**src/hw/osp_consts.vh**
```
/*
 constants for the one-shot / pwm timer: apb register offsets, field positions,
 reset values and mode encodings. definitions only.
*/
`ifndef OSP_CONSTS_VH
`define OSP_CONSTS_VH
// register byte offsets
`define OSP_REG_CTRL 12'h000
`define OSP_REG_TIMER 12'h004
`define OSP_REG_START 12'h008
`define OSP_REG_STATUS 12'h00c
`define OSP_REG_MASK 12'h010
`define OSP_REG_STATE 12'h014
// ctrl fields
`define OSP_CTRL_PWM 0
`define OSP_CTRL_PWM8 1
`define OSP_CTRL_SRC_LO 2
`define OSP_CTRL_SRC_HI 3
`define OSP_CTRL_TRIG_EN 4
`define OSP_CTRL_OVF_EN 5
`define OSP_CTRL_OUT_EN 6
`define OSP_CTRL_TRIG_FALL 7
`define OSP_CTRL_W 8
// start register fields
`define OSP_START_COUNT 0
`define OSP_START_ONESHOT 1
`define OSP_START_GPIO 2
// status fields
`define OSP_ST_ZERO 0
`define OSP_ST_FALL 1
`define OSP_ST_W 2
// clock sources
`define OSP_SRC_DIV1 2'h0
`define OSP_SRC_DIV8 2'h1
`define OSP_SRC_DIV32 2'h2
`define OSP_SRC_SUB32 2'h3
`define OSP_DIV8 6'h08
`define OSP_DIV32 6'h20
// misc
`define OSP_ZERO16 16'h0000
`define OSP_ONE16 16'h0001
`define OSP_ZERO8 8'h00
`define OSP_ONE8 8'h01
`define OSP_PERIOD16 16'hffff
`define OSP_PERIOD8 8'hff
`define OSP_UNDEF_READ 32'hdeadbeef
`endif

```
**src/hw/osp_clkdiv.v**
```verilog
/*
 enable divider: one-cycle pulse every div_val enables of en_in.
 assumes a single clock; en_in already one cycle wide.
*/
`timescale 1ns/1ps
module osp_clkdiv
(
   input wire clock, // system clock
   input wire reset, // async reset, active high
   input wire en_in, // input enable
   input wire [5:0] div_val, // division ratio
   output reg en_out // divided enable pulse
);
   reg [5:0] cnt_r;
   always @(posedge clock or posedge reset)
   begin
      if (reset)
      begin
         cnt_r <= 6'h00;
         en_out <= 1'b0;
      end
      else
      begin
         en_out <= 1'b0;
         if (en_in)
         begin
            if (cnt_r == div_val - 6'h01)
            begin
               cnt_r <= 6'h00;
               en_out <= 1'b1;
            end
            else
               cnt_r <= cnt_r + 6'h01;
         end
      end
   end
endmodule // osp_clkdiv

```
**src/hw/osp_timer.v**
```verilog
/*
 one-shot and pwm down-counting timer with apb register access.
 assumes inputs synchronous to clock; subclock_tick is a one-cycle pulse per
 sub-clock period; timer_overflow_in a one-cycle pulse from another timer.
*/
// Operation
// - one-shot counts down, reloads at zero, stops
// - one-shot trigger while running reloads, restarts
// - one-shot starts on pin, overflow, or flag
// - clearing count start flag stops counter
// - one-shot interrupt when count reaches zero
// - input pin is gpio or trigger
// - one-shot output pin is gpio or pulse
// - timer register read returns undefined value
// - write while stopped loads reload and counter
// - write while counting loads reload only
// - pwm mode counts down, 8 or 16 bit
// - pwm reloads at output rising edge, continues
// - pwm ignores triggers once counting
// - 16-bit pwm: high n, period 65535
// - 8-bit pwm: high n(m+1), period 255(m+1)
// - pwm starts on pin, overflow, or flag
`timescale 1ns/1ps
`include "osp_consts.vh"
module osp_timer
(
   input wire clock, // 125 mhz system clock
   input wire reset, // async reset, active high
   input wire psel, // apb select
   input wire penable, // apb enable
   input wire pwrite, // apb direction
   input wire [11:0] paddr, // apb byte address
   input wire [31:0] pwdata, // apb write data
   output reg [31:0] prdata, // apb read data
   output reg pready, // apb ready
   output reg pslverr, // apb error
   input wire subclock_tick, // sub-clock period pulse
   input wire timer_overflow_in, // overflow of selected internal timer
   input wire timer_trigger_in_pin, // input pin level
   output reg gpio_in_r, // input pin as gpio
   output reg timer_pulse_out_pin, // output pin level
   output reg timer_pulse_out_oe, // output pin drive enable
   output reg irq // level interrupt
);
   localparam ST_IDLE = 1'b0;
   localparam ST_RUN = 1'b1;

   reg [`OSP_CTRL_W-1:0] ctrl_r;
   reg [15:0] reload_r;
   reg [15:0] count_r;
   reg count_start_r;
   reg state_r;
   reg out_r;
   reg [7:0] pre_r;
   reg [15:0] ph_r;
   reg [`OSP_ST_W-1:0] status_r;
   reg [`OSP_ST_W-1:0] mask_r;
   reg gpio_out_r;
   reg trig_d_r;

   // =========================================================
   // count clock selection
   wire en_div8;
   wire en_div32;
   wire en_sub32;
   reg selected_count_clock;
   osp_clkdiv u_div8
   (
      .clock(clock),
      .reset(reset),
      .en_in(1'b1),
      .div_val(`OSP_DIV8),
      .en_out(en_div8)
   );
   osp_clkdiv u_div32
   (
      .clock(clock),
      .reset(reset),
      .en_in(1'b1),
      .div_val(`OSP_DIV32),
      .en_out(en_div32)
   );
   // sub-clock ticks are already slow; divide them again by 32
   osp_clkdiv u_sub32
   (
      .clock(clock),
      .reset(reset),
      .en_in(subclock_tick),
      .div_val(`OSP_DIV32),
      .en_out(en_sub32)
   );
   // div1 source counts on every clock
   always @*
   begin
      case (ctrl_r[`OSP_CTRL_SRC_HI:`OSP_CTRL_SRC_LO])
         `OSP_SRC_DIV1: selected_count_clock = 1'b1;
         `OSP_SRC_DIV8: selected_count_clock = en_div8;
         `OSP_SRC_DIV32: selected_count_clock = en_div32;
         default: selected_count_clock = en_sub32;
      endcase
   end

   // =========================================================
   // apb decode
   // writes land at the access edge, while pready stands high
   wire wr = psel & penable & pwrite & pready;
   wire rd_setup = psel & ~penable & ~pwrite;
   wire wr_ctrl = wr & (paddr == `OSP_REG_CTRL);
   wire wr_timer = wr & (paddr == `OSP_REG_TIMER);
   wire wr_start = wr & (paddr == `OSP_REG_START);
   wire wr_status = wr & (paddr == `OSP_REG_STATUS);
   wire wr_mask = wr & (paddr == `OSP_REG_MASK);
   wire mapped = (paddr == `OSP_REG_CTRL) ||
      (paddr == `OSP_REG_TIMER) ||
      (paddr == `OSP_REG_START) ||
      (paddr == `OSP_REG_STATUS) ||
      (paddr == `OSP_REG_MASK) ||
      (paddr == `OSP_REG_STATE);

   // =========================================================
   // start events
   wire pwm = ctrl_r[`OSP_CTRL_PWM];
   wire pwm8 = ctrl_r[`OSP_CTRL_PWM8];
   // pin edge against the registered copy; copy resets to the idle low level
   wire trig_edge = ctrl_r[`OSP_CTRL_TRIG_FALL] ? (trig_d_r & ~timer_trigger_in_pin) :
      (~trig_d_r & timer_trigger_in_pin);
   wire ext_trig = ctrl_r[`OSP_CTRL_TRIG_EN] & trig_edge;
   wire ovf_trig = ctrl_r[`OSP_CTRL_OVF_EN] & timer_overflow_in;
   wire sw_os = wr_start & pwdata[`OSP_START_ONESHOT];
   // pwm also starts on the count start flag going from 0 to 1
   wire pwm_sw_start = wr_start & pwdata[`OSP_START_COUNT] & ~count_start_r;
   wire start_nxt = wr_start ? pwdata[`OSP_START_COUNT] : count_start_r;
   // every start event is gated by the count start flag, so a stopped timer ignores it
   wire trigger = start_nxt & (ext_trig | ovf_trig | (pwm ? 1'b0 : sw_os));
   wire [15:0] wval = pwdata[15:0];

   // 8-bit high phase length: n steps of prescaler, n*(m+1) count clocks
   wire [7:0] hi_n = reload_r[15:8];
   wire [7:0] pre_m = reload_r[7:0];
   wire pwm_step = pwm8 ? (pre_r == `OSP_ZERO8) : 1'b1;
   // high and low phase loads, taken from the reload register at each reload
   wire [15:0] hi_load = pwm8 ? {`OSP_ZERO8, hi_n} : reload_r;
   wire [15:0] lo_load = pwm8 ? {`OSP_ZERO8, `OSP_PERIOD8 - hi_n} : `OSP_PERIOD16 - reload_r;

   // =========================================================
   // counter core
   reg ev_zero;
   reg ev_fall;
   always @(posedge clock or posedge reset)
   begin
      if (reset)
      begin
         ctrl_r <= {`OSP_CTRL_W{1'b0}};
         reload_r <= `OSP_ZERO16;
         count_r <= `OSP_ZERO16;
         count_start_r <= 1'b0;
         state_r <= ST_IDLE;
         out_r <= 1'b0;
         pre_r <= `OSP_ZERO8;
         ph_r <= `OSP_ZERO16;
         trig_d_r <= 1'b0;
         ev_zero <= 1'b0;
         ev_fall <= 1'b0;
      end
      else
      begin
         trig_d_r <= timer_trigger_in_pin;
         ev_zero <= 1'b0;
         ev_fall <= 1'b0;
         if (wr_ctrl)
            ctrl_r <= pwdata[`OSP_CTRL_W-1:0];
         count_start_r <= start_nxt;
         // while running only the reload changes; the counter takes it at the next reload
         if (wr_timer)
         begin
            reload_r <= wval;
            if (state_r == ST_IDLE)
               count_r <= wval;
         end
         // stopping drops the pulse at once in both modes
         if (!start_nxt)
         begin
            state_r <= ST_IDLE;
            out_r <= 1'b0;
         end
         else if (!pwm)
         begin
            if (trigger)
            begin
               // a write in the trigger cycle already counts as the new reload
               count_r <= wr_timer ? wval : reload_r;
               state_r <= ST_RUN;
               out_r <= 1'b1;
            end
            else if (state_r == ST_RUN && selected_count_clock)
            begin
               if (count_r <= `OSP_ONE16)
               begin
                  count_r <= wr_timer ? wval : reload_r;
                  state_r <= ST_IDLE;
                  out_r <= 1'b0;
                  ev_zero <= 1'b1;
               end
               else
                  count_r <= count_r - `OSP_ONE16;
            end
         end
         else if (state_r == ST_IDLE)
         begin
            if (trigger | pwm_sw_start)
            begin
               state_r <= ST_RUN;
               out_r <= (hi_load != `OSP_ZERO16);
               count_r <= hi_load;
               ph_r <= lo_load;
               pre_r <= pre_m;
            end
         end
         else if (selected_count_clock)
         begin
            // prescaler gives one step per m+1 count clocks
            pre_r <= (pre_r == `OSP_ZERO8) ? pre_m : pre_r - `OSP_ONE8;
            if (pwm_step)
            begin
               if (out_r)
               begin
                  if (count_r <= `OSP_ONE16)
                  begin
                     out_r <= (ph_r == `OSP_ZERO16);
                     ev_fall <= (ph_r != `OSP_ZERO16);
                     count_r <= `OSP_ZERO16;
                  end
                  else
                     count_r <= count_r - `OSP_ONE16;
               end
               else if (ph_r <= `OSP_ONE16)
               begin
                  out_r <= (hi_load != `OSP_ZERO16);
                  count_r <= hi_load;
                  ph_r <= lo_load;
               end
               else
                  ph_r <= ph_r - `OSP_ONE16;
               // full-width high phase: no low phase, reload at once
               if (out_r && count_r <= `OSP_ONE16 && ph_r == `OSP_ZERO16)
               begin
                  count_r <= hi_load;
                  ph_r <= lo_load;
               end
            end
         end
      end
   end

   // =========================================================
   // interrupt status, mask
   wire [`OSP_ST_W-1:0] ev_vec = {ev_fall, ev_zero};
   wire [`OSP_ST_W-1:0] st_clr = wr_status ? pwdata[`OSP_ST_W-1:0] : {`OSP_ST_W{1'b0}};
   // set wins over clear, so an event in the clearing cycle is not lost
   wire [`OSP_ST_W-1:0] status_nxt = (status_r & ~st_clr) | ev_vec;
   wire [`OSP_ST_W-1:0] mask_nxt = wr_mask ? pwdata[`OSP_ST_W-1:0] : mask_r;
   always @(posedge clock or posedge reset)
   begin
      if (reset)
      begin
         status_r <= {`OSP_ST_W{1'b0}};
         mask_r <= {`OSP_ST_W{1'b0}};
         irq <= 1'b0;
      end
      else
      begin
         status_r <= status_nxt;
         mask_r <= mask_nxt;
         // irq from next values keeps it in step with status reads
         irq <= |(status_nxt & mask_nxt);
      end
   end

   // =========================================================
   // pins
   always @(posedge clock or posedge reset)
   begin
      if (reset)
      begin
         gpio_out_r <= 1'b0;
         gpio_in_r <= 1'b0;
         timer_pulse_out_pin <= 1'b0;
         timer_pulse_out_oe <= 1'b0;
      end
      else
      begin
         gpio_in_r <= timer_trigger_in_pin;
         if (wr_start)
            gpio_out_r <= pwdata[`OSP_START_GPIO];
         // pin always driven: pulse output or gpio output level
         timer_pulse_out_oe <= 1'b1;
         if (pwm || ctrl_r[`OSP_CTRL_OUT_EN])
            timer_pulse_out_pin <= out_r;
         else
            timer_pulse_out_pin <= gpio_out_r;
      end
   end

   // =========================================================
   // apb read and ready
   always @(posedge clock or posedge reset)
   begin
      if (reset)
      begin
         prdata <= 32'h00000000;
         pready <= 1'b0;
         pslverr <= 1'b0;
      end
      else
      begin
         // one access cycle per transfer, no wait states
         pready <= psel & ~penable;
         pslverr <= psel & ~penable & ~mapped;
         // read data registered at the setup edge, stands in the access cycle
         if (rd_setup)
         begin
            if (paddr == `OSP_REG_CTRL)
               prdata <= {24'h000000, ctrl_r};
            else if (paddr == `OSP_REG_TIMER)
               prdata <= `OSP_UNDEF_READ;
            else if (paddr == `OSP_REG_START)
               prdata <= {29'h00000000, gpio_out_r, 1'b0, count_start_r};
            else if (paddr == `OSP_REG_STATUS)
               prdata <= {30'h00000000, status_r};
            else if (paddr == `OSP_REG_MASK)
               prdata <= {30'h00000000, mask_r};
            else if (paddr == `OSP_REG_STATE)
               prdata <= {15'h0000, state_r, count_r};
            else
               prdata <= 32'h00000000;
         end
      end
   end
endmodule // osp_timer

```
**config.mk**
```make
export PLATFORM = sky130hd
export DESIGN_NAME = osp_timer
export DESIGN_NICKNAME = d
export VERILOG_FILES = /design/src/hw/osp_clkdiv.v /design/src/hw/osp_timer.v
export VERILOG_INCLUDE_DIRS = /design/src /design/src/hw
export SDC_FILE = /design/constraint.sdc
export NUM_CORES = 1
export LEC_CHECK = 0
export BUFFER_PORTS_ARGS = -buffer_cell sky130_fd_sc_hd__buf_2
export CELL_PAD_IN_SITES_DETAIL_PLACEMENT = 1
export CELL_PAD_IN_SITES_GLOBAL_PLACEMENT = 1
export CORE_MARGIN = 8
export CORE_UTILIZATION = 35
export CTS_CLUSTER_SIZE = 40
export DETAILED_ROUTE_END_ITERATION = 6
export PLACE_DENSITY_LB_ADDON = 0.1
export SETUP_SLACK_MARGIN = 0.15
export SYNTH_ARGS = -nofsm -noshare
export SYNTH_HDL_FRONTEND = slang
export SYNTH_SLANG_ARGS = --single-unit
export TNS_END_PERCENT = 100
```
**constraint.sdc**
```tcl
create_clock -name clock -period 7.8 [get_ports clock]
set_input_delay 1.17 -clock clock [delete_from_list [all_inputs] [get_ports clock]]
set_output_delay 1.17 -clock clock [all_outputs]
set_load 0.02 [all_outputs]
```
# Yosys cells after proc, flatten, opt, wreduce, memory -nomap -nowiden
# Cells that the tools add are included.
totals:
  regBits: 133
  input_bits: 52
  wordCells: 185
  output_inout_bits: 38
classes:
  n_eq_ne: 18
  magnitude_cmp: 2
  n_bitwise: 32
  n_mux: 78
  n_reduce_logical: 21
  add_sub_neg: 8
ops:
  columns: ["op", "n"]
  rows:
  - ["$mux W16", 25]
  - ["$mux W17", 4]
  - ["$mux W32", 2]
  - ["$mux W1", 37]
  - ["$le A16 B1 Y1 const B", 2]
  - ["$mux W8", 4]
  - ["$reduce_bool A16 Y1", 2]
  - ["$sub A16 B1 Y16 const B", 2]
  - ["$eq A12 B4 Y1 const B", 2]
  - ["$eq A12 B5 Y1 const B", 2]
  - ["$and A1 B1 Y1", 19]
  - ["$add A6 B1 Y6 const B", 3]
  - ["$mux W6", 3]
  - ["$logic_not A16 Y1", 1]
  - ["$ne A4 B3 Y1 const B", 4]
  - ["$sub A16 B16 Y16 const A", 1]
  - ["$eq A12 B3 Y1 const B", 1]
  - ["$eq A6 B5 Y1 const B", 2]
  - ["$logic_not A12 Y1", 1]
  - ["$logic_not A8 Y1", 1]
  - ["$sub A8 B1 Y8 const B", 1]
  - ["$sub A8 B8 Y8 const A", 1]
  - ["$eq A6 B3 Y1 const B", 1]
  - ["$logic_or A1 B1 Y1", 6]
  - ["20 further kinds", 32]

# Longest topological paths before layout
logic_depth:
  depth_word: 13
  depth_mapped: 11
  mapped_depth_nobuf: 9

# Modules after synthesis
# From an unflattened synthesis, not the netlist that was laid out.
unflattened:
  cells_unflattened: 956
  hier_area_um2: 8376.8
modules_own_cells:
  columns: ["mod", "n_inst", "cells_each", "area_per_inst_um2", "seq_area_each_um2"]
  rows:
  - ["osp_timer", 1, 800, 6845.3, 2452.4]
  - ["osp_clkdiv", 3, 52, 510.5, 175.2]

# Worst setup path before layout
# OpenSTA, ideal clock, no wires.
synth_path:
  path_kind: "input to register"
  start: "input paddr[0]"
  end: "register out_r"
  n_path_buf: 1
  setup_slack_ns: 4.334
  required_time_ns: 7.675
  arrival_time_ns: 3.342
  setup_time_ns: 0.125
  cell_stages: 8
  path_cell_list: "nor4_1 > nand3_1 > nor2_1 > a221o_1 > buf_1 > o21ai_0 > o21ai_0 > mux2_2"
synth_via:
  elab_chain_cells: 9
  elab_cells_between_ends: 19
  cone_classes: "eq/ne: 6; mux: 5; bitwise: 7; reduce/logical: 1"
synth_rtl:
  columns: ["item", "line", "source"]
  rows:
  - ["from (decl)", "osp_timer.v:32", "input wire [11:0] paddr,"]
  - ["$eq A12 B4 Y1 (no source line) *", null, null]
  - ["$and A1 B1 Y1 *", "osp_timer.v:110", "wire wr_start = wr & (paddr == `OSP_REG_START);"]
  - ["$and A1 B1 Y1", "osp_timer.v:129", "wire sw_os = wr_start & pwdata[`OSP_START_ONESHOT];"]
  - ["$mux W1", "osp_timer.v:134", "wire trigger = start_nxt & (ext_trig | ovf_trig | (pwm ? 1'b0 : sw_os));"]
  - ["$or A1 B1 Y1", "osp_timer.v:134", null]
  - ["$and A1 B1 Y1", "osp_timer.v:134", null]
  - ["$or A1 B1 Y1 / $mux W1 (equally long branches)", "osp_timer.v:210, osp_timer.v:188", null]
  - ["$ne A4 B3 Y1 (no source line) / $mux W1 (equally long branches)", null, null]
  - ["$reduce_and A5 Y1 (no source line) / $mux W1 (equally long branches)", null, null]
  - ["to (signal assigned)", "osp_timer.v:213", "out_r <= (hi_load != `OSP_ZERO16);"]
  - ["to (signal assigned)", "osp_timer.v:229", "out_r <= (ph_r == `OSP_ZERO16);"]
  - ["to (signal assigned)", "osp_timer.v:238", "out_r <= (hi_load != `OSP_ZERO16);"]
  - ["to (decl)", "osp_timer.v:53", "reg out_r;"]
# Mark *: on every way between the ends. The rest lies on a longest branch, timed or not.
# A chain may end at the register's enable or synchronous reset.

# Final worst setup path
# Ends and elaborated chain as after synthesis.

==> impl_metrics.env <==
export IMPL_dp_cells=1229
export IMPL_p_leak_nw=4.11
export IMPL_internal_power_mw=1.19
export IMPL_layout_area_overhead_vs_synth_pct=13.4
export IMPL_routed_wl_um=30600
export IMPL_final_antenna_net_count=0
export IMPL_r2r_end="count_r[5]$_DFF_PP0_"
export IMPL_instances_no_fill=1261
export IMPL_grt_pass1_wl_um=47800
export IMPL_dieArea_um2=28100
export IMPL_antenna_found_initial=0
export IMPL_hold_start="prdata[14]$_DFFE_PP0P_"
export IMPL_fp_coreArea_um2=22600
export IMPL_gp_congestion=0.890
export IMPL_p_per_area_nw_per_um2=176
export IMPL_r2r_start="count_r[4]$_DFF_PP0_"
export IMPL_period_minus_slack_ps=4380
export IMPL_clock_path_buffers=2
export IMPL_layout_drive_gt1_share_pct=17.9
export IMPL_drt_iter0_drc=663
export IMPL_reg2reg_depth=7
export IMPL_critPathLaunchType="input port"
export IMPL_start_util_pct=35.6
export IMPL_critical_path_class="in2reg"
export IMPL_synth_cells=929
export IMPL_clk_pin_slew_ps=60
export IMPL_ios=90
export IMPL_tightest_slew_ps=1170
export IMPL_peakVddDrop_v=0.000127
export IMPL_use_met1_pct=28.5
export IMPL_dp_hpwl_um=21400
export IMPL_wl_per_cell_um=24.2
export IMPL_num_vias=7707
export IMPL_seq_power_share_pct=41.0
export IMPL_p_sw_share_pct=25.9
export IMPL_firstDrtPassIters=5
export IMPL_maxSlewHeadroom_pct=21.6
export IMPL_synthDistinctLibCells=81
export IMPL_num_fill_cells=2674
export IMPL_cts_tree="done"
export IMPL_clkLatencyLatePin_ps=430
export IMPL_clock_skew_ps=10.5
export IMPL_hold_violations=0
export IMPL_tns_ps=0
export IMPL_grt_util_all_layers_pct=21.7
export IMPL_p_comb_share_pct=6.0
export IMPL_cp_startpoint="paddr[0]"
export IMPL_root_buffer="clkbuf_16"
export IMPL_status="finished, final reports clean"
export IMPL_die_x_um=168
export IMPL_cts_buffers=17
export IMPL_cts_hold_buffers=0
export IMPL_busiest_layer="met2"
export IMPL_rrSetupSlack_ps=4010
export IMPL_fp_dieH_um=168
export IMPL_cts_sinks=119
export IMPL_setup_slack_ps=3420
export IMPL_worst_endpoint_arrival_ps=4690
export IMPL_grt_setup_unrepaired="no"
export IMPL_drv_slew=0
export IMPL_drv_cap=0
export IMPL_place_ws_ps=3080
export IMPL_syn_area_per_cell_um2=8.66
export IMPL_syn_area_um2=8050
export IMPL_final_cell_mix="dfrtp_1 (119), nor2_1 (79), a21oi_1 (73)"
export IMPL_holdPathStages=2
export IMPL_met3_usage_pct=4.66
export IMPL_grt_ovfl_total=0
export IMPL_nets=1024
export IMPL_synth_seq_cells=119
export IMPL_synth_edf_count=0
export IMPL_worst_endpoint_required_ps=8120
export IMPL_rows=55
export IMPL_async_reset_ff_share_pct=100
export IMPL_cts_resized=0
export IMPL_fmaxAchievable_mhz=228
export IMPL_endpoint="out_r$_DFFE_PP0P_"
export IMPL_port_buffers=68
export IMPL_setup_viol=0
export IMPL_min_path_type="reg2reg"
export IMPL_hold_ws_ps=459
export IMPL_avgViaCountPerCell=6.11
export IMPL_grt_pass1_vias=7854
export IMPL_h_tree_depth=4
export IMPL_cts_setup_buffers=0
export IMPL_ys_flop_type="dfrtp_1"
export IMPL_p_clk_share_pct=53.0
export IMPL_p_switching_uw=416
export IMPL_drcViolationCount=0
export IMPL_post_route_period_util_pct=56.1
export IMPL_grtUsageMet2_pct=34.4
export IMPL_layout_commonest_cell="dfrtp_1"
export IMPL_diodes=0
export IMPL_end_kind="register"
export IMPL_ys_warn_count=0
export IMPL_cp_max_fo=24
export IMPL_ys_seq_area_share_pct=37.0
export IMPL_grt_max_degree=65
==> area by class of cell <==
type,instances,area (µm²),share of cell area [%]
Multi-Input combinational cell,709,4600,50.4
Sequential cell,119,2980,32.6
Timing Repair Buffer,81,438,4.80
Clock buffer,18,429,4.70
Tap cell,285,357,3.91
Clock inverter,14,189,2.07
Inverter,35,134,1.47
==> cell usage after synthesis (6+ instances only) <==
master | instances | area (µm²)
a211oi_1 | 7 | 52.6
a21oi_1 | 73 | 365
a22oi_1 | 7 | 52.6
a31oi_1 | 21 | 131
and2_1 | 9 | 56.3
and3_1 | 7 | 43.8
buf_4 | 14 | 105
clkbuf_1 | 45 | 169
dfrtp_1 | 119 | 2980
ha_1 | 9 | 113
inv_1 | 34 | 128
mux2_2 | 33 | 372
mux2i_1 | 29 | 290
nand2_1 | 60 | 225
nand3_1 | 29 | 145
nand4_1 | 9 | 56.3
nor2_1 | 79 | 297
nor2b_1 | 10 | 62.6
nor3_1 | 38 | 190
nor3b_1 | 6 | 45.0
nor4_1 | 16 | 100
o21ai_0 | 57 | 285
o21ai_1 | 12 | 60.1
o221ai_1 | 11 | 96.3
o22a_1 | 12 | 105
o22ai_1 | 11 | 68.8
o31ai_1 | 15 | 113
or2_2 | 6 | 37.5
or3_1 | 14 | 87.6
or4_1 | 7 | 52.6
xnor2_1 | 14 | 123
xor2_1 | 9 | 78.8
==> through the flow <==
step	total power, mW	util (%)	cell area [µm²]
6_report	1.61	40.4	9130
5_1_grt	1.66	40.4	9130
4_1_cts	1.63	40.4	9130
3_5_place_dp	0.767	37.7	8510
3_3_place_gp	0.765	37.7	8510
2_1_floorplan	0.731	-	8060
==> state kept, by name, indices dropped and copies added, names as in the netlist, 2 cells and up <==
name and flops:
prdata 18, ph_r 16, ctrl_r 8, mask_r 2
u_div8.cnt_r 6, u_div32.cnt_r 6, pre_r 8, count_r 16
u_sub32.cnt_r 6, status_r 2, reload_r 16
==> worst min path at each step <==
stage,endpoint,slack (ps)
2_1_floorplan,status_r[0]$_DFF_PP0_,420
3_3_place_gp,status_r[0]$_DFF_PP0_,440
3_5_place_dp,status_r[0]$_DFF_PP0_,450
4_1_cts,prdata[14]$_DFFE_PP0P_,470
5_1_grt,u_div8.cnt_r[0]$_DFF_PP0_,480
6_report,prdata[14]$_DFFE_PP0P_,460
==> critical path, stage by stage <==
cell	delay [ps]
buf_2	90
nor4_1	530
nand3_1	430
o21ai_1	480
and2_1	550
inv_1	510
nand2_1	180
buf_4	350
a21oi_1	100
mux2_2	280
==> cell families after synthesis <==
group                    after synthesis  synth area share (%)
XOR/XNOR                              23                  2.50
AND/OR/NAND/NOR                      310                  19.7
adder cells (fa/ha/maj)                9                  1.40
AO/OA/AOI/OAI                        299                  25.0
multiplexers                          62                  8.23
buffers and inverters                105                  6.07
flip-flops                           119                  37.0
other                                  2                0.0933
==> layer usage <==
layer / wire length [µm] / part of all wire (%) / vias up
met1: 13900 / 45 / 3842
met3: 1710 / 5.6 / 60
met5: 0 / 0 / -
met2: 14000 / 46 / 274
li1: - / - / 3531
met4: 940 / 3.1 / 0
==> power groups by stage <==
| stage | Clock, mW | Sequential (mW) | Combinational [mW] |
|---|---|---|---|
| after floorplan | 0 | 0.672 | 0.0595 |
| after global placement | 0 | 0.670 | 0.0952 |
| after detailed placement | 0 | 0.669 | 0.0976 |
| after CTS | 0.869 | 0.658 | 0.0984 |
| after global routing | 0.890 | 0.661 | 0.109 |
| final | 0.851 | 0.658 | 0.0956 |
No activity file was read; power rests on OpenSTA's default activity.
